==> config.mk <==
export PLATFORM = sky130hd
export DESIGN_NAME = gpc_pcs_datapath
export DESIGN_NICKNAME = d
export VERILOG_FILES = /design/src/common/gpc_pkg.sv /design/src/design/gpc_enc8b10b.sv /design/src/design/gpc_pcs_datapath.sv
export SDC_FILE = /design/constraint.sdc
export NUM_CORES = 1
export LEC_CHECK = 0
export BUFFER_PORTS_ARGS = -buffer_cell sky130_fd_sc_hd__buf_2
export CAP_MARGIN = 30
export CORE_AREA = 3 3 116 118
export CTS_CLUSTER_DIAMETER = 40
export DETAILED_ROUTE_END_ITERATION = 12
export DIE_AREA = 0 0 119 121
export GPL_ROUTABILITY_DRIVEN = 0
export PLACE_DENSITY = 0.7
export SLEW_MARGIN = 20
export SYNTH_ARGS = -nofsm -noshare
export SYNTH_HDL_FRONTEND = slang
export SYNTH_SLANG_ARGS = --single-unit
==> constraint.sdc <==
create_clock -name sys_clk_i -period 7.6 [get_ports sys_clk_i]
set_input_delay 1.52 -clock sys_clk_i [delete_from_list [all_inputs] [get_ports sys_clk_i]]
set_output_delay 1.52 -clock sys_clk_i [all_outputs]
set_load 0.02 [all_outputs]
==> src/common/gpc_pkg.sv <==
package gpc_pkg;

////////////////////////////////////////////////////////////////////////////
// Rates and counts
localparam int GPC_SER_MHZ = 1250;
localparam int GPC_DESER = 10;
localparam int GPC_PAR_MHZ = GPC_SER_MHZ / GPC_DESER;
localparam int GPC_PHASES = 8;
localparam logic [3:0] GPC_BIT_LAST = 4'(GPC_DESER - 1);
localparam logic [3:0] GPC_ROLL_PT = 4'hA;
localparam logic [1:0] GPC_SLIP_WAIT = 2'h2;
localparam logic [2:0] GPC_ERR_LAST = 3'h3;
localparam logic [1:0] GPC_GOOD_LAST = 2'h3;

////////////////////////////////////////////////////////////////////////////
// Code groups, first line bit in bit 9
localparam logic [9:0] GPC_COMMA_NEG = 10'h0FA;
localparam logic [9:0] GPC_COMMA_POS = 10'h305;
localparam logic [6:0] GPC_C7_NEG = 7'h1F;
localparam logic [6:0] GPC_C7_POS = 7'h60;
localparam logic [7:0] GPC_K28_5 = 8'hBC;
localparam logic [5:0] GPC_K28_6B = 6'h0F;

////////////////////////////////////////////////////////////////////////////
// Register map and fields
localparam logic [1:0] GPC_A_CTRL = 2'h0;
localparam logic [1:0] GPC_A_STAT = 2'h1;
localparam int GPC_C_RXREV = 0;
localparam int GPC_C_AUTO = 1;
localparam int GPC_C_SLIPCLR = 2;
localparam logic [15:0] GPC_CTRL_RST = 16'h0002;
localparam int GPC_S_SYNC = 0;
localparam int GPC_S_ROLL = 1;
localparam int GPC_S_SLIP = 2;
localparam int GPC_S_PHASE = 6;
localparam int GPC_S_LOCK = 9;

////////////////////////////////////////////////////////////////////////////
// Types
typedef enum logic [2:0] {
    GPC_LOS = 3'b000,
    GPC_ACQ1 = 3'b001,
    GPC_ACQ2 = 3'b010,
    GPC_SYNC = 3'b011
} gpc_sync_t;

typedef struct packed {
    logic wr;
    logic rd;
    logic [1:0] addr;
    logic [15:0] wdata;
} gpc_bus_t;

typedef struct packed {
    logic valid;
    logic k;
    logic [7:0] data;
} gpc_tx_t;

////////////////////////////////////////////////////////////////////////////
// Shared helpers
function automatic logic [9:0] rev10(input logic [9:0] w);
    for (int i = 0; i < 10; i++) begin
        rev10[i] = w[9 - i];
    end
endfunction : rev10

function automatic logic [3:0] popc(input logic [9:0] w);
    popc = 4'h0;
    for (int i = 0; i < 10; i++) begin
        popc = popc + {3'h0, w[i]};
    end
endfunction : popc

endpackage : gpc_pkg

==> src/design/gpc_enc8b10b.sv <==
module gpc_enc8b10b
    import gpc_pkg::*;
(
    // Clock and reset
    input wire logic sys_clk_i,
    input wire logic rst_b_i,
    // Characters in, code groups out with bit a in bit 9
    input wire gpc_tx_t tx_i,
    output logic [9:0] word_o,
    output logic vld_o
);

    typedef struct packed {
        logic rd_pos;
        logic [9:0] word;
        logic vld;
    } gpc_enc_st_t;

    gpc_enc_st_t st_r;
    gpc_enc_st_t st_nxt;

    ////////////////////////////////////////////////////////////////////////
    // Negative-disparity tables, first bit on the left
    function automatic logic [5:0] tab6(input logic [4:0] x);
        case (x)
            5'h00: tab6 = 6'b100111;
            5'h01: tab6 = 6'b011101;
            5'h02: tab6 = 6'b101101;
            5'h03: tab6 = 6'b110001;
            5'h04: tab6 = 6'b110101;
            5'h05: tab6 = 6'b101001;
            5'h06: tab6 = 6'b011001;
            5'h07: tab6 = 6'b111000;
            5'h08: tab6 = 6'b111001;
            5'h09: tab6 = 6'b100101;
            5'h0A: tab6 = 6'b010101;
            5'h0B: tab6 = 6'b110100;
            5'h0C: tab6 = 6'b001101;
            5'h0D: tab6 = 6'b101100;
            5'h0E: tab6 = 6'b011100;
            5'h0F: tab6 = 6'b010111;
            5'h10: tab6 = 6'b011011;
            5'h11: tab6 = 6'b100011;
            5'h12: tab6 = 6'b010011;
            5'h13: tab6 = 6'b110010;
            5'h14: tab6 = 6'b001011;
            5'h15: tab6 = 6'b101010;
            5'h16: tab6 = 6'b011010;
            5'h17: tab6 = 6'b111010;
            5'h18: tab6 = 6'b110011;
            5'h19: tab6 = 6'b100110;
            5'h1A: tab6 = 6'b010110;
            5'h1B: tab6 = 6'b110110;
            5'h1C: tab6 = 6'b001110;
            5'h1D: tab6 = 6'b101110;
            5'h1E: tab6 = 6'b011110;
            default: tab6 = 6'b101011;
        endcase
    endfunction : tab6

    function automatic logic [3:0] tab4(input logic [2:0] y, input logic k);
        case (y)
            3'h0: tab4 = 4'b1011;
            3'h1: tab4 = k ? 4'b0110 : 4'b1001;
            3'h2: tab4 = k ? 4'b1010 : 4'b0101;
            3'h3: tab4 = 4'b1100;
            3'h4: tab4 = 4'b1101;
            3'h5: tab4 = k ? 4'b0101 : 4'b1010;
            3'h6: tab4 = k ? 4'b1001 : 4'b0110;
            default: tab4 = k ? 4'b0111 : 4'b1110;
        endcase
    endfunction : tab4

    ////////////////////////////////////////////////////////////////////////
    // Encode; only K28.y control groups are produced
    always_comb begin
        logic [4:0] x;
        logic [2:0] y;
        logic [5:0] s6;
        logic [3:0] s4;
        logic rd6;
        logic alt;
        x = tx_i.data[4:0];
        y = tx_i.data[7:5];
        s6 = tx_i.k ? GPC_K28_6B : tab6(x);
        // Unbalanced groups and D.7 flip when disparity is positive
        if (st_r.rd_pos && (popc({4'h0, s6}) != 4'h3 ||
                (!tx_i.k && x == 5'h07))) begin
            s6 = ~s6; // see [RL1]
        end
        rd6 = st_r.rd_pos ^ (popc({4'h0, s6}) != 4'h3);
        // Alternate .7 avoids a run of five equal bits
        alt = !tx_i.k && y == 3'h7 &&
            ((!rd6 && (x == 5'h11 || x == 5'h12 || x == 5'h14)) ||
             (rd6 && (x == 5'h0B || x == 5'h0D || x == 5'h0E)));
        s4 = alt ? 4'b0111 : tab4(y, tx_i.k);
        if (rd6 && (tx_i.k || popc({6'h00, s4}) != 4'h2 || y == 3'h3)) begin
            s4 = ~s4; // see [RL1]
        end
        st_nxt = st_r;
        st_nxt.vld = tx_i.valid;
        if (tx_i.valid) begin
            st_nxt.rd_pos = rd6 ^ (popc({6'h00, s4}) != 4'h2); // see [RL1]
            // Serializer sends bit 9 first, so bit a must land there
            st_nxt.word = rev10(rev10({s6, s4})); // see [RL2]
        end
    end

    // Disparity starts negative
    always_ff @(posedge sys_clk_i or negedge rst_b_i) begin
        if (!rst_b_i) begin
            st_r <= '0; // see [RL20]
        end else begin
            st_r <= st_nxt;
        end
    end

    assign word_o = st_r.word;
    assign vld_o = st_r.vld;
endmodule : gpc_enc8b10b

==> src/design/gpc_pcs_datapath.sv <==
// Notes on behaviour
// [RL1] Each MAC byte becomes one 10-bit group with correct running disparity.
// [RL2] Every encoded word keeps bit a in bit 9, unreversed, so bit a leaves the line first.
// [RL3] Best of eight serial clock phases is chosen for slip and deserializer.
// [RL4] Serial stream is packed into 10-bit words for the reversal stage.
// [RL5] Optional receive reversal for far ends sending least bit first.
// [RL6] Word boundary locks on the first K28.5 comma found.
// [RL7] Each slip request adds one bit of latency to the stream.
// [RL8] The channel has its own slip request input.
// [RL9] Slip requests stay high and low at least one word each.
// [RL10] Slip acts on the rising edge only; a held request slips once.
// [RL11] Shifted data appears two words after the edge; earlier words ignored.
// [RL12] Rollover point is 10; up to 11 positions, then back to zero.
// [RL13] Rollover flag shows when the rollover point is reached.
// [RL14] Aligned words are checked for code patterns, then fed to sync.
// [RL15] Synchronization machine uses hysteresis against brief errors.
// [RL16] Sync is declared after three consecutive qualifying ordered sets.
// [RL17] A qualifying set is a comma followed by an odd count of data groups.
// [RL18] Word rate is the serial rate divided by ten.
// [RL19] Encoder and transmit reversal run on the core clock.
// [RL20] Encoder disparity starts negative after reset.
module gpc_pcs_datapath
    import gpc_pkg::*;
#(
    parameter logic [3:0] ROLL_PT = GPC_ROLL_PT
) (
    // Clock and reset
    input wire logic sys_clk_i,
    input wire logic rst_b_i,
    // Register port
    input wire gpc_bus_t bus_i,
    output logic [15:0] rd_data_o,
    // Transmit side
    input wire gpc_tx_t tx_i,
    output logic [9:0] tx_word_o,
    output logic tx_vld_o,
    // Serial receive side, sampled by the chosen phase
    input wire logic rx_bit_i,
    input wire logic rx_bit_en_i,
    input wire logic [7:0] rx_edge_i,
    input wire logic slip_req_i,
    // Receive results
    output logic [9:0] rx_word_o,
    output logic rx_vld_o,
    output logic [2:0] phase_sel_o,
    output logic rollover_o,
    output logic sync_o
);

    // The slip window is twenty bits, so ten is the deepest offset
    if (ROLL_PT == 4'h0 || ROLL_PT > GPC_ROLL_PT) begin : g_bad_roll
        $error("ROLL_PT must lie in 1..10");
    end

    typedef struct packed {
        logic rx_rev;
        logic auto_en;
        logic [15:0] rd_data;
        logic [3:0] bit_cnt;
        logic [9:0] shreg;
        logic wstb;
        logic [9:0] prev;
        logic [9:0] cur;
        logic req_d;
        logic [3:0] slip_cnt;
        logic rollover;
        logic [1:0] wait_cnt;
        logic auto_req;
        logic locked;
        logic [9:0] out_word;
        logic out_vld;
        logic [2:0] phase;
        gpc_sync_t sync;
        logic in_set;
        logic odd;
        logic [2:0] err_cnt;
        logic [1:0] good_cnt;
        logic sync_up;
    } gpc_st_t;

    gpc_st_t st_r;
    gpc_st_t st_nxt;
    logic slip_edge;
    logic slip_clr;
    logic [19:0] win;
    logic [9:0] aligned;

    ////////////////////////////////////////////////////////////////////////
    // Code pattern checks
    function automatic logic is_comma(input logic [9:0] w);
        is_comma = w == GPC_COMMA_NEG || w == GPC_COMMA_POS;
    endfunction : is_comma

    // Disparity-legal and free of any comma prefix
    function automatic logic is_data(input logic [9:0] w);
        is_data = popc(w) inside {4'h4, 4'h5, 4'h6} &&
            w[9:3] != GPC_C7_NEG && w[9:3] != GPC_C7_POS;
    endfunction : is_data

    ////////////////////////////////////////////////////////////////////////
    // Transmit path on the core clock
    gpc_enc8b10b u_enc ( // see [RL19]
        .sys_clk_i(sys_clk_i),
        .rst_b_i(rst_b_i),
        .tx_i(tx_i),
        .word_o(tx_word_o),
        .vld_o(tx_vld_o)
    );

    ////////////////////////////////////////////////////////////////////////
    // Slip request edge and the shifting window
    assign slip_edge = st_r.wstb & ~st_r.req_d &
        (slip_req_i | st_r.auto_req); // see [RL8] [RL10]
    assign slip_clr = bus_i.wr && bus_i.addr == GPC_A_CTRL &&
        bus_i.wdata[GPC_C_SLIPCLR];
    assign win = {st_r.prev, st_r.cur};
    // Deeper offsets reach back into the previous word
    assign aligned = win[st_r.slip_cnt +: 10]; // see [RL7]

    ////////////////////////////////////////////////////////////////////////
    // Next state
    always_comb begin
        logic comma;
        logic good;
        logic judge;
        logic [2:0] ph;
        comma = is_comma(st_r.out_word);
        good = comma | is_data(st_r.out_word); // see [RL14]
        // Words still in flight from a slip are not judged
        judge = st_r.out_vld && st_r.wait_cnt == 2'h0; // see [RL11]
        ph = 3'h0;
        st_nxt = st_r;
        st_nxt.wstb = 1'b0;
        st_nxt.out_vld = 1'b0;

        // Register writes and reads
        if (bus_i.wr && bus_i.addr == GPC_A_CTRL) begin
            st_nxt.rx_rev = bus_i.wdata[GPC_C_RXREV];
            st_nxt.auto_en = bus_i.wdata[GPC_C_AUTO];
        end
        st_nxt.rd_data = 16'h0000;
        if (bus_i.rd) begin
            case (bus_i.addr)
                GPC_A_CTRL: begin
                    st_nxt.rd_data[GPC_C_RXREV] = st_r.rx_rev;
                    st_nxt.rd_data[GPC_C_AUTO] = st_r.auto_en;
                end
                GPC_A_STAT: begin
                    st_nxt.rd_data[GPC_S_SYNC] = st_r.sync_up;
                    st_nxt.rd_data[GPC_S_ROLL] = st_r.rollover;
                    st_nxt.rd_data[GPC_S_SLIP +: 4] = st_r.slip_cnt;
                    st_nxt.rd_data[GPC_S_PHASE +: 3] = st_r.phase;
                    st_nxt.rd_data[GPC_S_LOCK] = st_r.locked;
                end
                default: begin
                    st_nxt.rd_data = 16'h0000;
                end
            endcase
        end

        // Deserializer: one word per ten bit times
        if (rx_bit_en_i) begin
            st_nxt.shreg = {st_r.shreg[8:0], rx_bit_i}; // see [RL4]
            if (st_r.bit_cnt == GPC_BIT_LAST) begin
                st_nxt.bit_cnt = 4'h0; // see [RL18]
                st_nxt.prev = st_r.cur;
                st_nxt.cur = {st_r.shreg[8:0], rx_bit_i};
                st_nxt.wstb = 1'b1;
            end else begin
                st_nxt.bit_cnt = st_r.bit_cnt + 4'h1;
            end
        end

        // Word stage: phase choice, slip, reversal
        if (st_r.wstb) begin
            // Sample mid-eye: four phases away from the first edge seen
            for (int i = GPC_PHASES - 1; i >= 0; i--) begin
                if (rx_edge_i[i]) begin
                    ph = 3'(i + GPC_PHASES / 2);
                end
            end
            if (|rx_edge_i) begin
                st_nxt.phase = ph; // see [RL3]
            end
            st_nxt.req_d = slip_req_i | st_r.auto_req;
            st_nxt.out_word = st_r.rx_rev ? rev10(aligned) : aligned; // see [RL5]
            st_nxt.out_vld = 1'b1;
            if (slip_edge) begin
                // New offset shows in the word after next
                st_nxt.slip_cnt = (st_r.slip_cnt == ROLL_PT) ? 4'h0 :
                    st_r.slip_cnt + 4'h1; // see [RL7] [RL11] [RL12]
                st_nxt.rollover = st_nxt.slip_cnt == ROLL_PT; // see [RL13]
            end
        end
        if (slip_clr) begin
            st_nxt.slip_cnt = 4'h0;
            st_nxt.rollover = 1'b0;
        end

        // Auto aligner: pulse one word, then wait out the latency
        if (st_r.out_vld) begin
            st_nxt.auto_req = 1'b0; // see [RL9]
            if (st_r.wait_cnt != 2'h0) begin
                st_nxt.wait_cnt = st_r.wait_cnt - 2'h1;
            end
        end
        if (judge && st_r.auto_en && !st_r.locked) begin
            if (comma) begin
                st_nxt.locked = 1'b1; // see [RL6]
            end else begin
                st_nxt.auto_req = 1'b1; // see [RL6]
                st_nxt.wait_cnt = GPC_SLIP_WAIT; // see [RL11]
            end
        end

        // Synchronization machine
        if (judge) begin
            case (st_r.sync)
                GPC_LOS, GPC_ACQ1, GPC_ACQ2: begin
                    if (!good) begin
                        st_nxt.sync = GPC_LOS;
                        st_nxt.in_set = 1'b0;
                        st_nxt.locked = 1'b0;
                    end else if (comma) begin
                        st_nxt.in_set = 1'b1;
                        st_nxt.odd = 1'b0;
                        // A comma closes the set begun by the last one
                        if (st_r.in_set && st_r.odd) begin
                            st_nxt.sync = gpc_sync_t'(st_r.sync + 3'h1); // see [RL16] [RL17]
                        end else begin
                            st_nxt.sync = GPC_LOS; // see [RL17]
                        end
                    end else begin
                        st_nxt.odd = ~st_r.odd; // see [RL17]
                    end
                end
                GPC_SYNC: begin
                    // Errors count up; runs of good words pay them back
                    if (!good) begin
                        st_nxt.good_cnt = 2'h0;
                        if (st_r.err_cnt == GPC_ERR_LAST) begin
                            st_nxt.sync = GPC_LOS; // see [RL15]
                            st_nxt.err_cnt = 3'h0;
                            st_nxt.in_set = 1'b0;
                            st_nxt.locked = 1'b0;
                        end else begin
                            st_nxt.err_cnt = st_r.err_cnt + 3'h1; // see [RL15]
                        end
                    end else if (st_r.err_cnt != 3'h0) begin
                        if (st_r.good_cnt == GPC_GOOD_LAST) begin
                            st_nxt.good_cnt = 2'h0;
                            st_nxt.err_cnt = st_r.err_cnt - 3'h1;
                        end else begin
                            st_nxt.good_cnt = st_r.good_cnt + 2'h1;
                        end
                    end
                end
                default: begin
                    st_nxt.sync = GPC_LOS;
                end
            endcase
        end
        st_nxt.sync_up = st_nxt.sync == GPC_SYNC;
    end

    ////////////////////////////////////////////////////////////////////////
    // State register
    always_ff @(posedge sys_clk_i or negedge rst_b_i) begin
        if (!rst_b_i) begin
            st_r <= '0;
            st_r.rx_rev <= GPC_CTRL_RST[GPC_C_RXREV];
            st_r.auto_en <= GPC_CTRL_RST[GPC_C_AUTO];
        end else begin
            st_r <= st_nxt;
        end
    end

    // Outputs straight from the state register
    assign rd_data_o = st_r.rd_data;
    assign rx_word_o = st_r.out_word;
    assign rx_vld_o = st_r.out_vld;
    assign phase_sel_o = st_r.phase;
    assign rollover_o = st_r.rollover;
    assign sync_o = st_r.sync_up;
endmodule : gpc_pcs_datapath

== Yosys cells after proc, flatten, opt, wreduce, memory -nomap -nowiden ==
Memory sizes are Yosys's and may differ from the RTL's.
Index checks and enable logic that the tools add are counted.

* Add/sub/neg operators: 32
* Equality and inequality tests: 40
* Shift-type cells: 1
* Multiplexer cells: 58
* Bitwise operators: 10
* Reductions and logical operators: 46

{| class="wikitable"
|+ Operators by type and width
! operator !! count
|-
| 4-bit by 1-bit adder with 4-bit output || 18
|-
| 4-bit two-way mux || 15
|-
| 21-bit two-way mux || 2
|-
| 3-bit two-way mux || 13
|-
| 10-bit two-way mux || 3
|-
| 5-bit two-way mux || 6
|-
| 4-bit one-hot mux with 7 select lines || 1
|-
| 20-bit by 5-bit indexed part select with 10-bit output || 1
|-
| 3-bit by 2-bit == test with 1-bit output (second input constant) || 6
|-
| 4-bit by 2-bit inequality test with 1-bit output (second input constant) || 4
|-
| 5-bit by 4-bit == test with 1-bit output (second input constant) || 3
|-
| 5-bit == test (second input constant) || 3
|-
| 1-bit logical AND || 15
|-
| 3-bit == test (second input constant) || 4
|-
| 4-bit by 3-bit == test with 1-bit output (second input constant) || 3
|-
| 4-bit == test (second input constant) || 3
|-
| 6-bit two-way mux || 2
|-
| 1-bit by 1-bit adder with 2-bit output || 5
|-
| 10-bit == test (second input constant) || 1
|-
| 10-bit by 8-bit == test with 1-bit output (second input constant) || 1
|-
| 1-bit logical OR || 9
|-
| 4-bit by 1-bit adder with 4-bit output (second input constant) || 2
|-
| 1-bit two-way mux || 8
|-
| 8-bit two-way mux || 1
|-
| 36 further kinds || 58
|}

* Register bits after elaboration: 99
* Memory bits (read-only): 192
* Bits of input ports: 43
* Word-level logic and storage cells: 214
* Memories: 1

{| class="wikitable"
|+ Memory list
! memory !! depth !! width !! rd ports !! clocked after Yosys merged registers in !! write ports !! RTL line !! RTL
|-
| (name not given) || 32 || 6 || 1 || 0 || 0 || gpc_enc8b10b.sv:25 || <nowiki>case (x)</nowiki>
|}

== Longest topological paths before layout ==
Gate-level depths: netlist (run 1).
An unclocked memory read counts as a cell.

* Depth after elaboration: 36
* Depth in mapped cells: 39
* Gate-level depth less buffers: 38

== Modules after synthesis ==
A second synthesis (run 1) with hierarchy kept.

* Cell total of the unflattened synthesis: 634
* Area total of the unflattened synthesis: 6553.8 µm²

{| class="wikitable"
|+ By module, submodules not included
! module !! instances !! cells an instance !! area an instance (µm²) !! sequential area each (µm²)
|-
| gpc_pcs_datapath || 1 || 442 || 4895.9 || 2028.2
|-
| gpc_enc8b10b || 1 || 192 || 1657.8 || 300.3
|}

== Worst setup path before layout (run 1) ==
Ideal clock, no wire load.

* Kind: input-to-reg
* Start point: input port tx_i[0] (netlist bit)
* End point: register u_enc.st_r[11] (netlist bit)
* Setup time: 0.125 ns
* Data arrival time: 10.111 ns
* Required time: 7.475 ns
* Slack: -2.636 ns
* Stages: 38
* Path through: inv_1 > ha_1 > or2_2 > o21a_1 > mux4_2 > nor2_2 > inv_1 > ha_1 > fa_1 > inv_1 > fa_1 > inv_1 > fa_1 > nand2_1 > o21ai_1 > xor2_1 > fa_1 > fa_1 > (+2 left out) > xor2_1 > mux2i_1 > o21ai_2 > ha_1 > fa_1 > ha_1 > nor4b_1 > o21ai_0 > nand2b_1 > clkbuf_1 > xor2_1 > fa_1 > inv_1 > ha_1 > nand2_1 > nor2_1 > xor2_1 > mux2_2

* Longest elaborated chain between the ends: 36

{| class="wikitable"
|+ Ends and longest elaborated chain
! element !! RTL line !! RTL
|-
| start: declaration || gpc_pcs_datapath.sv:34 || <nowiki>input wire gpc_tx_t tx_i,</nowiki>
|-
| memory read 32 x 6 bit || - ||
|-
| 6-bit two-way mux || gpc_enc8b10b.sv:85 || <nowiki>s6 = tx_i.k ? GPC_K28_6B : tab6(x);</nowiki>
|-
| 1-bit by 1-bit adder with 2-bit output || gpc_pkg.sv:71 || <nowiki>popc = popc + {3'h0, w[i]};</nowiki>
|-
| 4-bit by 1-bit adder with 4-bit output (4 in a row) || gpc_pkg.sv:71 ||
|-
| 4-bit by 2-bit inequality test with 1-bit output || gpc_enc8b10b.sv:87 || <nowiki>if (st_r.rd_pos && (popc({4'h0, s6}) != 4'h3 ||</nowiki>
|-
| 1-bit logical OR || gpc_enc8b10b.sv:87 ||
|-
| 1-bit logical AND || gpc_enc8b10b.sv:87 ||
|-
| 6-bit two-way mux || gpc_enc8b10b.sv:87 ||
|-
| (+15 left out) || - ||
|-
| 4-bit by 2-bit inequality test with 1-bit output || gpc_enc8b10b.sv:97 || <nowiki>if (rd6 && (tx_i.k || popc({6'h00, s4}) != 4'h2 || y == 3'h3)) begin</nowiki>
|-
| 1-bit logical OR (2 in a row) || gpc_enc8b10b.sv:97 ||
|-
| 1-bit logical AND || gpc_enc8b10b.sv:97 ||
|-
| 4-bit two-way mux || gpc_enc8b10b.sv:97 ||
|-
| 1-bit by 1-bit adder with 2-bit output || gpc_pkg.sv:71 ||
|-
| 4-bit by 1-bit adder with 4-bit output (2 in a row) || gpc_pkg.sv:71 ||
|-
| 4-bit by 2-bit inequality test with 1-bit output || gpc_enc8b10b.sv:103 || <nowiki>st_nxt.rd_pos = rd6 ^ (popc({6'h00, s4}) != 4'h2);</nowiki>
|-
| 1-bit XOR * || gpc_enc8b10b.sv:103 ||
|-
| end signal: assignment || gpc_enc8b10b.sv:114 || <nowiki>st_r <= st_nxt;</nowiki>
|-
| end: declaration || gpc_enc8b10b.sv:19 || <nowiki>gpc_enc_st_t st_r;</nowiki>
|}

Mark *: on every way between the ends. The rest lies on a longest branch, timed or not.
A chain may end at the register's enable or synchronous reset.

== Final worst setup path (run 1) ==
* Start point: input port tx_i[1] (netlist bit)
* End point: register u_enc.st_r[11] (netlist bit)

Same word-level chain as after synthesis.

==> metrics.md, run 1 <==
| Metric | Value |
|---|---|
| Outcome | `finished, violations left` |
| Failing checks | `negative setup slack` |
| Largest net degree at the start of global routing | `62` |
| Count of cell types in the netlist | `64` |
| Residual DRC | `0` |
| Hold path cells | `1` |
| Setup slack, reg-to-reg | `approximately 1900 ps` |
| Metal-1 WL | `5.71 mm` |
| Layout cells sized above 1 | `38.1%` |
| Total gr overflow | `0` |
| Initial Util | `49.7%` |
| Slew headroom | `around two fifths` |
| First-pass GRT wire length | `22.6 mm` |
| Die width | `119 um` |
| Post-synth EDFFs | `0` |
| Core Footprint | `12,600 sq um` |
| Max-slew violations | `0` |
| Final antenna diode count | `0` |
| Yosys warning total | `0` |
| Worst slack at placement | `-2450 ps` |
| Fin nets | `751` |
| Final clock skew | `5.74 ps` |
| Max incr delay on CP | `500 ps` |
| Number of global-route vias before repair | `about 4,700` |
| Initial antenna violation count | `0` |
| RSZ-0062 raised after global routing | `yes` |
| WS Path Type | `in2reg` |
| Fillers | `1,030` |
| Static leakage | `3.34 nW` |
| Setup-failing EPs final | `5` |
| Int Power | `approximately 1.8 mW` |
| Met3 routed WL | `452 um` |
| Hold WC Path Type | `reg2reg` |
| Vert. Die Dim | `121 um` |
| Setup crit end kind | `flip-flop` |
| Top Ports | `86` |
| Worst VDD drop | `0.238 mV` |
| Max frequency | `107 MHz` |
| H-tree depth | `3` |
| Final-report hold violation count | `0` |
| Reg2reg start | `u_enc.st_r[11]` |
| Clock Tree Buf Depth | `2` |
| Total Wirelength | `around 13 mm` |
| Minimum clock period | `a little over 9000 ps` |
| Die area | `about 14,000 sq um` |
| Post-synth top flop | `dfrtp_1` |
| Sw frac | `between 40% and 50%` |
| Clock share of power | `14.5%` |
| FF-to-FF path depth | `23` |
| Num CTS Buffers | `9` |
| Flop pwr share | `26.5%` |
| Synthesized area | `around 6300 sq um` |
| Final period util | `123%` |
| CTS clk-pin slew, worst paths | `roughly 70 ps` |
| Mapped Avg Cell Area | `between 10 and 15 sq um` |
| Endpoint, Worst Hold | `st_r[27]` |
| WL/cell | `roughly 16 um` |
| Clk sinks | `93` |
| Kind of start point of the critical path | `primary input` |
| Final setup margin | `-1740 ps` |
| Most common cell in the netlist | `dfrtp_1` |
| Drt pass-1 iters | `4` |
| Hold WS | `480 ps` |
| DRT iter0 DRCs | `360` |
| Max-cap violation count | `0` |
| Clock root buffer | `clkbuf_16` |
| Slowest CP cell | `mux4_2` |
| Async SR Flop Fraction | `100%` |
| Hold_sp | `st_r[27]` |
| Worst EP required | `between 7000 and 8000 ps` |
| Register area share after synthesis | `37.2%` |
| Top cell type by total area after synthesis | `dfrtp_1` |
| Power per standard cell area | `about 420 nW/um^2` |
| Port-buffer cells | `66` |
| WP data arrival | `around 9600 ps` |
| Finished Core Util | `59.4%` |
| Post-synth top cells | `dfrtp_1 (92), mux2_2 (49), buf_4 (40), nor2_1 (38), inv_1 (37)` |
| CP dominant cell by count | `fa_2` |
| Hpwl dp | `9.68 mm` |
| Gate power share | `59.0%` |
| Area contributors post-synth | `dfrtp_1 (37%), mux2_2 (8.8%), mux4_2 (6.8%)` |
| Area grow syn2layout | `19.4%` |
| Vias post-DR | `4,635` |
| CP max FO | `4` |
| Overall global routing resource usage | `between 10% and 20%` |
| Synthesized instance count | `587` |
| #FFs+latches synth | `93` |
| Routed Antenna Nets | `0` |
| Worst-margin pin slew | `919 ps` |
| Reg2reg end | `u_enc.st_r[11]` |
| CTS tree | `yes` |
| Top routing layer in use | `met4` |
| Switch Pwr | `1.31 mW` |
| Worst-Skew Late Latency | `350 ps` |
| Detailed-route vias per instance | `5.48` |
| Met2 wire len | `6.95 mm` |
| Site Rows | `slightly above 40` |
| Share of the synthesized area in the top cell type | `36.8%` |
-- worst max-delay path: cells and delay by family --
family | cells | cell delay [ps]
XOR/XNOR | 4 | 670
buffers and inverters | 6 | 340
AND/OR/NAND/NOR | 8 | 1100
AO/OA/AOI/OAI | 4 | 410
multiplexers | 3 | 1060
adder cells (fa/ha/maj) | 13 | 4440
-- routing by layer --
| layer | GRT usage, % | vias to the layer above |
|---|---|---|
| met3 | 3.50 | 20 |
| met5 | 0 | - |
| met4 | 6.30 | 0 |
| met1 | 24.5 | 2325 |
| li1 | - | 2190 |
| met2 | 33.7 | 100 |
-- cell usage in the layout (no fill, tap or decap), types with 4 or more instances in the layout --
master,count
nor3_1,10
inv_1,31
a31oi_1,7
xor2_1,5
ha_4,4
mux2_2,47
nand2_1,32
nor2_1,37
buf_2,63
a211oi_1,7
fa_1,9
inv_2,5
xnor2_1,4
nand3_1,10
nor2b_1,13
nor3b_1,6
o21ai_0,15
nand2b_1,6
a21oi_1,30
conb_1,6
nor4_1,5
ha_1,20
dfrtp_1,92
mux2i_1,22
fa_2,5
clkbuf_16,9
and2_1,11
mux4_2,19
buf_4,62
-- stage by stage --
step	total power, mW	std cells	TNS (ps)	area, sq um
floorplan	2.12	592	-6050	6410
global placement	2.41	808	-7190	6870
detailed placement	2.50	808	-8640	6870
CTS	3.06	842	-5700	7370
global route	3.41	846	-7070	7460
finish	3.13	846	-5300	7460
-- area by class of cell --
class	instances	area (sq um)	area share [%]
well taps	172	215	2.88
repair buffers	130	862	11.6
multi-input cells	397	3590	48.2
clock inverters	7	75.1	1.01
flip-flops and latches	93	2330	31.2
clock buffers	9	225	3.02
inverters	38	163	2.18
-- cell families after synthesis --
kind of cell / after synthesis / synth area share, %
buf+inv: 102 / 8.79
compound gates: 96 / 10.2
xor+xnor: 14 / 1.96
mux: 91 / 19.4
flops: 93 / 37.2
fa+ha+maj: 39 / 9.49
simple gates: 151 / 12.9
other cells: 1 / 0.0600
-- sequential cells by signal (all words and copies together) (netlist names) --
register      cells
u_enc.st_r        1
u_enc.word_o     10
rollover_o        1
u_enc.vld_o       1
st_r             55
rx_vld_o          1
rd_data_o        10
sync_o            1
rx_word_o        10
phase_sel_o       3
-- how the worst max path moves through the flow --
stage / end / slack, ps / start
floorplan: u_enc.st_r[11] / -1920 / tx_i[1]
global placement: u_enc.st_r[11] / -2120 / tx_i[1]
detailed placement: u_enc.st_r[11] / -2450 / tx_i[1]
CTS: u_enc.st_r[11] / -1840 / tx_i[1]
global route: u_enc.st_r[11] / -2110 / tx_i[1]
finish: u_enc.st_r[11] / -1740 / tx_i[1]
-- power groups by stage --
stage               sequential, mW  clock (mW)  combinational, mW
floorplan                    0.774           0               1.34
global placement             0.826           0               1.58
detailed placement           0.838           0               1.67
CTS                          0.830       0.463               1.77
global route                 0.859       0.483               2.07
finish                       0.830       0.455               1.85
-- repair_timing --
action,4_1_cts,5_1_grt
hold buffers,0,0
pin swaps,18,13
resized for setup,15,10
endpoints found under the setup margin,5,5
setup buffers,19,3
gates cloned,0,0
(Power assumes the default switching activity.)
==> run 2: changes to the inputs <==
--- a/config.mk
+++ b/config.mk
@@ -7,12 +7,12 @@
 export LEC_CHECK = 0
 export BUFFER_PORTS_ARGS = -buffer_cell sky130_fd_sc_hd__buf_2
 export CAP_MARGIN = 30
-export CORE_AREA = 3 3 116 118
+export CORE_AREA = 3 3 113 115
 export CTS_CLUSTER_DIAMETER = 40
 export DETAILED_ROUTE_END_ITERATION = 12
-export DIE_AREA = 0 0 119 121
+export DIE_AREA = 0 0 116 118
 export GPL_ROUTABILITY_DRIVEN = 0
-export PLACE_DENSITY = 0.7
+export PLACE_DENSITY = 0.73
 export SLEW_MARGIN = 20
 export SYNTH_ARGS = -nofsm -noshare
 export SYNTH_HDL_FRONTEND = slang
==> metrics.md, run 2 (synthesis gave the netlist of run 1 again) <==
| Metric | Value |
|---|---|
| Routed Antenna Nets | `0 (unchanged)` |
| FF-to-FF path depth | `23 (unchanged)` |
| Worst-Skew Late Latency | `350 ps (about the same)` |
| Port-buffer cells | `66 (unchanged)` |
| Total gr overflow | `0 (unchanged)` |
| Fin nets | `738 (-1.7%)` |
| WS Path Type | `in2reg` |
| Site Rows | `40 (-2.4%)` |
| Static leakage | `3.30 nW (-1.0%)` |
| Num CTS Buffers | `9 (unchanged)` |
| WL/cell | `16.2 um (+2.8%)` |
| Detailed-route vias per instance | `5.70 (+4.0%)` |
| GRT Max-Usage Layer | `met2` |
| Max-cap violation count | `0 (unchanged)` |
| Top reg by flops | `st_r` |
| Initial antenna violation count | `0 (unchanged)` |
| Residual DRC | `0 (unchanged)` |
| Core Footprint | `11,900 sq um (-5.2%)` |
| Largest register FFs | `55 (unchanged)` |
| Setup crit end kind | `flip-flop` |
| Minimum clock period | `9270 ps (-73.5 ps)` |
| Commonest non-fill, non-tap cell in the layout | `dfrtp_1` |
| Met2 Use GR | `33.9% (+0.19 points)` |
| Final setup margin | `-1670 ps (+73.5 ps)` |
| Post-route cell area | `7390 sq um (-0.99%)` |
| Max-slew violations | `0 (unchanged)` |
| Final clock skew | `6.79 ps (+1.05 ps)` |
| Buf/Inv on CP | `6 (unchanged)` |
| First-pass GRT wire length | `22.2 mm (-2.1%)` |
| Most frequent cells in the layout | `dfrtp_1 (92), buf_2 (63), buf_4 (48)` |
| Overall global routing resource usage | `19.9% (+0.58 points)` |
| Area grow syn2layout | `18.2%` |
| Vert. Die Dim | `118 um (-2.5%)` |
| Worst-margin pin slew | `922 ps (+2.30 ps)` |
| Hold path cells | `1 (unchanged)` |
| Die area | `13,700 sq um (-4.9%)` |
| Setup slack, reg-to-reg | `2020 ps (+80 ps)` |
| Reg2reg end | `u_enc.st_r[11]` |
| Top Ports | `86 (unchanged)` |
| Hold_sp | `st_r[27]` |
| Placed standard-cell area | `6840 sq um (-0.46%)` |
| Number of global-route vias before repair | `4,624 (-1.2%)` |
| Endpoint, Worst Hold | `st_r[27]` |
| Reg2reg start | `u_enc.st_r[11]` |
| Vias post-DR | `4,603 (-0.69%)` |
| Final period util | `122% (-0.97 points)` |
| Clk sinks | `93 (unchanged)` |
| Worst EP required | `7840 ps (about the same)` |
| Delay-heaviest family, CP | `adder cells` |
| CTS tree | `yes` |
| Slew headroom | `38.0% (-0.15 points)` |
| Die width | `116 um (-2.5%)` |
| Hold WC Path Type | `reg2reg` |
| Setup-failing EPs final | `5 (unchanged)` |
| Final-report hold violation count | `0 (unchanged)` |
| Outcome | `finished, violations left` |
| Max frequency | `108 MHz (+0.79%)` |
| Initial Util | `52.5% (+2.7 points)` |
| Final antenna diode count | `0 (unchanged)` |
| Clock Tree Buf Depth | `2 (unchanged)` |
| Layout cells sized above 1 | `37.2% (-0.91 points)` |
| Failing checks | `negative setup slack` |
| CP max FO | `4 (unchanged)` |
| Drt pass-1 iters | `5 (+1)` |
| H-tree depth | `3 (unchanged)` |
| Kind of start point of the critical path | `primary input` |
| RSZ-0062 raised after global routing | `yes` |
| Overall power | `3.17 mW (+1.4%)` |
| Clock root buffer | `clkbuf_16` |
| Power per standard cell area | `430 nW/um^2 (+2.4%)` |
| Met3 usage | `3.70% (+0.21 points)` |
| Routing usage on met1 | `25.8% (+1.3 points)` |
| Post-CTS Hold Buffers | `0 (unchanged)` |
| CTS clk-pin slew, worst paths | `70 ps (about the same)` |
| WP data arrival | `9510 ps (-60 ps)` |
| DRT iter0 DRCs | `251 (-30%)` |
| Hpwl dp | `9.87 mm (+1.9%)` |
| Total Wirelength | `13.1 mm (-1.8%)` |
| Max incr delay on CP | `520 ps (+20 ps)` |
| Slowest CP cell | `fa_2` |
| Largest net degree at the start of global routing | `55 (-11%)` |
| Worst VDD drop | `0.249 mV (+4.7%)` |
run 2: cell types whose count changed in the layout (fill, tap and decap cells not counted), sizes merged:
cell	before	now
clkinvlp	3	1
bufinv	1	2
buf	130	117
clkbuf	9	11
clkinv	2	1
run 2: stage by stage:
stage	worst slack [ps]	setup TNS, ps	util, %	std cells	hold WS (ps)
2_1_floorplan	-1920	-6050	-	592	397
3_3_place_gp	-2140	-7200	57.4	783	455
3_5_place_dp	-2460	-8540	57.4	783	457
4_1_cts	-1790	-5450	61.4	805	466
5_1_grt	-2020	-6710	62.0	808	497
6_report	-1670	-5000	62.0	808	465
run 2: worst register-to-register path, stage by stage (launching register included):
cell and delay [ps]:
dfrtp_1 450, o21ai_4 130, xor2_2 200, fa_1 460, fa_2 360, fa_1 470
nor3b_2 210, xor2_1 230, mux2i_1 290, o21ai_2 110, ha_4 240, fa_2 420
ha_4 270, nor4b_4 180, o21ai_2 110, nand2b_4 130, xor2_2 100, fa_2 360
inv_2 70, ha_4 190, nand2_2 70, nor2_4 40, xor2_1 130, mux2_4 250
run 2: what timing repair did:
item	in CTS	in global routing
gates resized for setup	22	6
pin swaps	20	16
setup endpoints to repair	5	5
buffers inserted	7	2
run 2: cell type report:
type / instances / area, sq um
repair buffers: 117 / 776
multi-input cells: 397 / 3600
clock buffers: 11 / 253
well taps: 147 / 184
flip-flops and latches: 93 / 2330
inverters: 38 / 163
clock inverters: 5 / 81.3
fillers: 962 / 4520
run 2: how the worst max path moves through the flow:
stage | start | end | slack (ps) | cells after the start
after floorplan | tx_i[1] | u_enc.st_r[11] | -1920 | 38
after global placement | tx_i[1] | u_enc.st_r[11] | -2140 | 39
after detailed placement | tx_i[1] | u_enc.st_r[11] | -2460 | 38
after CTS | tx_i[1] | u_enc.st_r[11] | -1790 | 38
after global routing | tx_i[1] | u_enc.st_r[11] | -2020 | 38
final | tx_i[1] | u_enc.st_r[11] | -1670 | 38
run 2: where the power goes:
part | internal, mW | leakage (nW) | switching [mW]
Sequential | 0.651 | 1.19 | 0.178
Clock | 0.307 | 0.162 | 0.193
Combinational | 0.905 | 1.95 | 0.941
run 2: metal layers:
layer,wire [um],vias to the layer above
met1,5740,2323
met3,410,17
met2,6740,96
li1,-,2167
met4,197,0
met5,0,-
==> run 3: changes to the inputs <==
==> constraint.sdc (replaced) <==
create_clock -name sys_clk_i -period 9.7 [get_ports sys_clk_i]
set_input_delay 1.94 -clock sys_clk_i [delete_from_list [all_inputs] [get_ports sys_clk_i]]
set_output_delay 1.94 -clock sys_clk_i [all_outputs]
set_load 0.02 [all_outputs]
==> metrics.md, run 3 (synthesis gave the netlist of run 1 again) <==
| Metric | Value |
|---|---|
| Max frequency | `101 MHz` |
| Largest register FFs | `55 (unchanged)` |
| Slowest CP cell | `fa_1` |
| Power per standard cell area | `332 nW/um^2 (-23%)` |
| Post-CTS Hold Buffers | `0 (unchanged)` |
| Failing checks | `negative setup slack` |
| Reg2reg end | `u_enc.st_r[11]` |
| Static leakage | `3.23 nW (-2.2%)` |
| Max-cap violation count | `0 (unchanged)` |
| RSZ-0062 raised after global routing | `yes` |
| First-pass GRT wire length | `21.6 mm (-2.7%)` |
| Post-Layout Cell Count | `802 (-0.74%)` |
| Top reg by flops | `st_r` |
| Total gr overflow | `0 (unchanged)` |
| Final setup margin | `-174 ps (+1500 ps)` |
| Setup crit end kind | `flip-flop` |
| Minimum clock period | `9870 ps` |
| Die width | `116 um (unchanged)` |
| Detailed-route vias per instance | `5.68 (-0.28%)` |
| H-tree depth | `3 (unchanged)` |
| Drt pass-1 iters | `4 (-1)` |
| Crit path capture | `u_enc.st_r[11]` |
| CTS clk-pin slew, worst paths | `70 ps (about the same)` |
| Total Wirelength | `12.7 mm (-3.2%)` |
| WL/cell | `15.8 um (-2.5%)` |
| Buf/Inv on CP | `6 (unchanged)` |
| WS Path Type | `in2reg` |
| Final period util | `102%` |
| Setup slack, reg-to-reg | `3970 ps (+1950 ps)` |
| Reg2reg start | `u_enc.st_r[11]` |
| Final antenna diode count | `0 (unchanged)` |
| CP startpoint | `tx_i[0]` |
| Hpwl dp | `9.64 mm (-2.3%)` |
| Setup-failing EPs final | `1 (-4)` |
| Outcome | `finished, violations left` |
| Clock Tree Buf Depth | `2 (unchanged)` |
| Number of global-route vias before repair | `4,598 (-0.56%)` |
| Delay-heaviest family, CP | `adder cells` |
| Overall global routing resource usage | `19.4% (-0.57 points)` |
| Worst EP required | `9930 ps (+2090 ps)` |
| Worst-Skew Late Latency | `340 ps (about the same)` |
| FF-to-FF path depth | `23 (unchanged)` |
| Levels on crit path | `38 (unchanged)` |
| Worst VDD drop | `0.182 mV (-27%)` |
| Fin nets | `732 (-0.81%)` |
| Most frequent cells in the layout | `dfrtp_1 (92), buf_2 (63), mux2_2 (48)` |
| Vias post-DR | `4,556 (-1.0%)` |
| Commonest non-fill, non-tap cell in the layout | `dfrtp_1` |
| Area grow syn2layout | `16.3%` |
| Hold WC Path Type | `reg2reg` |
| Num CTS Buffers | `9 (unchanged)` |
| Clk sinks | `93 (unchanged)` |
| WP data arrival | `10,100 ps (+590 ps)` |
| Largest net degree at the start of global routing | `46 (-16%)` |
| Die area | `13,700 sq um (unchanged)` |
| Initial antenna violation count | `0 (unchanged)` |
| Initial Util | `52.5% (unchanged)` |
| Max-slew violations | `0 (unchanged)` |
| Max incr delay on CP | `510 ps (about the same)` |
| DRT iter0 DRCs | `243 (-3.2%)` |
| Dpl cells | `777 (-0.77%)` |
| Hold WS | `474 ps (+8.58 ps)` |
| Routed Antenna Nets | `0 (unchanged)` |
| Vert. Die Dim | `118 um (unchanged)` |
| Port-buffer cells | `66 (unchanged)` |
| Site Rows | `40 (unchanged)` |
| Final clock skew | `6.83 ps (+0.0387 ps)` |
| Slew headroom | `39.6% (+1.6 points)` |
| Top Ports | `86 (unchanged)` |
| Core Footprint | `11,900 sq um (unchanged)` |
| Residual DRC | `0 (unchanged)` |
| Layout cells sized above 1 | `36.5% (-0.73 points)` |
| Kind of start point of the critical path | `primary input` |
| CP max FO | `4 (unchanged)` |
| Clock root buffer | `clkbuf_16` |
| CTS tree | `yes` |
| Final-report hold violation count | `0 (unchanged)` |
| Worst-margin pin slew | `897 ps (-24.2 ps)` |
run 3: how the worst min path moves through the flow:
| stage | start | to | slack, ps | depth (start not counted) |
|---|---|---|---|---|
| detailed placement | st_r[27] | st_r[27] | 470 | 1 |
| CTS | st_r[27] | st_r[27] | 480 | 1 |
| finish | st_r[27] | st_r[27] | 470 | 1 |
| global route | st_r[27] | st_r[27] | 490 | 1 |
| floorplan | st_r[55] | rx_vld_o | 400 | 0 |
| global placement | st_r[27] | st_r[27] | 460 | 1 |
run 3: layout make-up:
cell class / instances / area, sq um
inverter: 38 / 148
fill: 939 / 4640
sequential: 93 / 2330
tap: 147 / 184
multi-input combinational: 397 / 3580
clock buffer: 10 / 239
clock inverter: 6 / 68.8
timing repair buffer: 111 / 714
run 3: routing by layer:
layer	part of all wire, %	track usage (%)	wire length, um
met2	52	33.2	6590
met5	0	0	0
met3	4.5	4.27	569
met4	1.9	6.60	246
met1	42	23.9	5270
run 3: per-stage QoR:
| step | area [sq um] | setup TNS (ps) | utilization, % | total power, mW | setup WS (ps) |
|---|---|---|---|---|---|
| final | 7270 | -174 | 61.0 | 2.42 | -174 |
| after global routing | 7270 | -433 | 61.0 | 2.61 | -433 |
| after CTS | 7130 | -207 | 59.8 | 2.35 | -207 |
| after detailed placement | 6790 | -815 | 57.0 | 1.96 | -793 |
| after global placement | 6770 | -585 | 56.8 | 1.87 | -585 |
| after floorplan | 6390 | -278 | - | 1.66 | -278 |
run 3: where the power goes:
part	total, mW	internal [mW]	switching [mW]
Sequential	0.652	0.510	0.142
Combinational	1.40	0.678	0.727
Clock	0.359	0.208	0.150
Total	2.42	1.40	1.02
run 3: timing repair:
item                       CTS  global route
cloned                       0             0
setup endpoints to repair    1             1
buffers inserted             3             4
pin swaps                    5            18
gates resized for setup      2            20
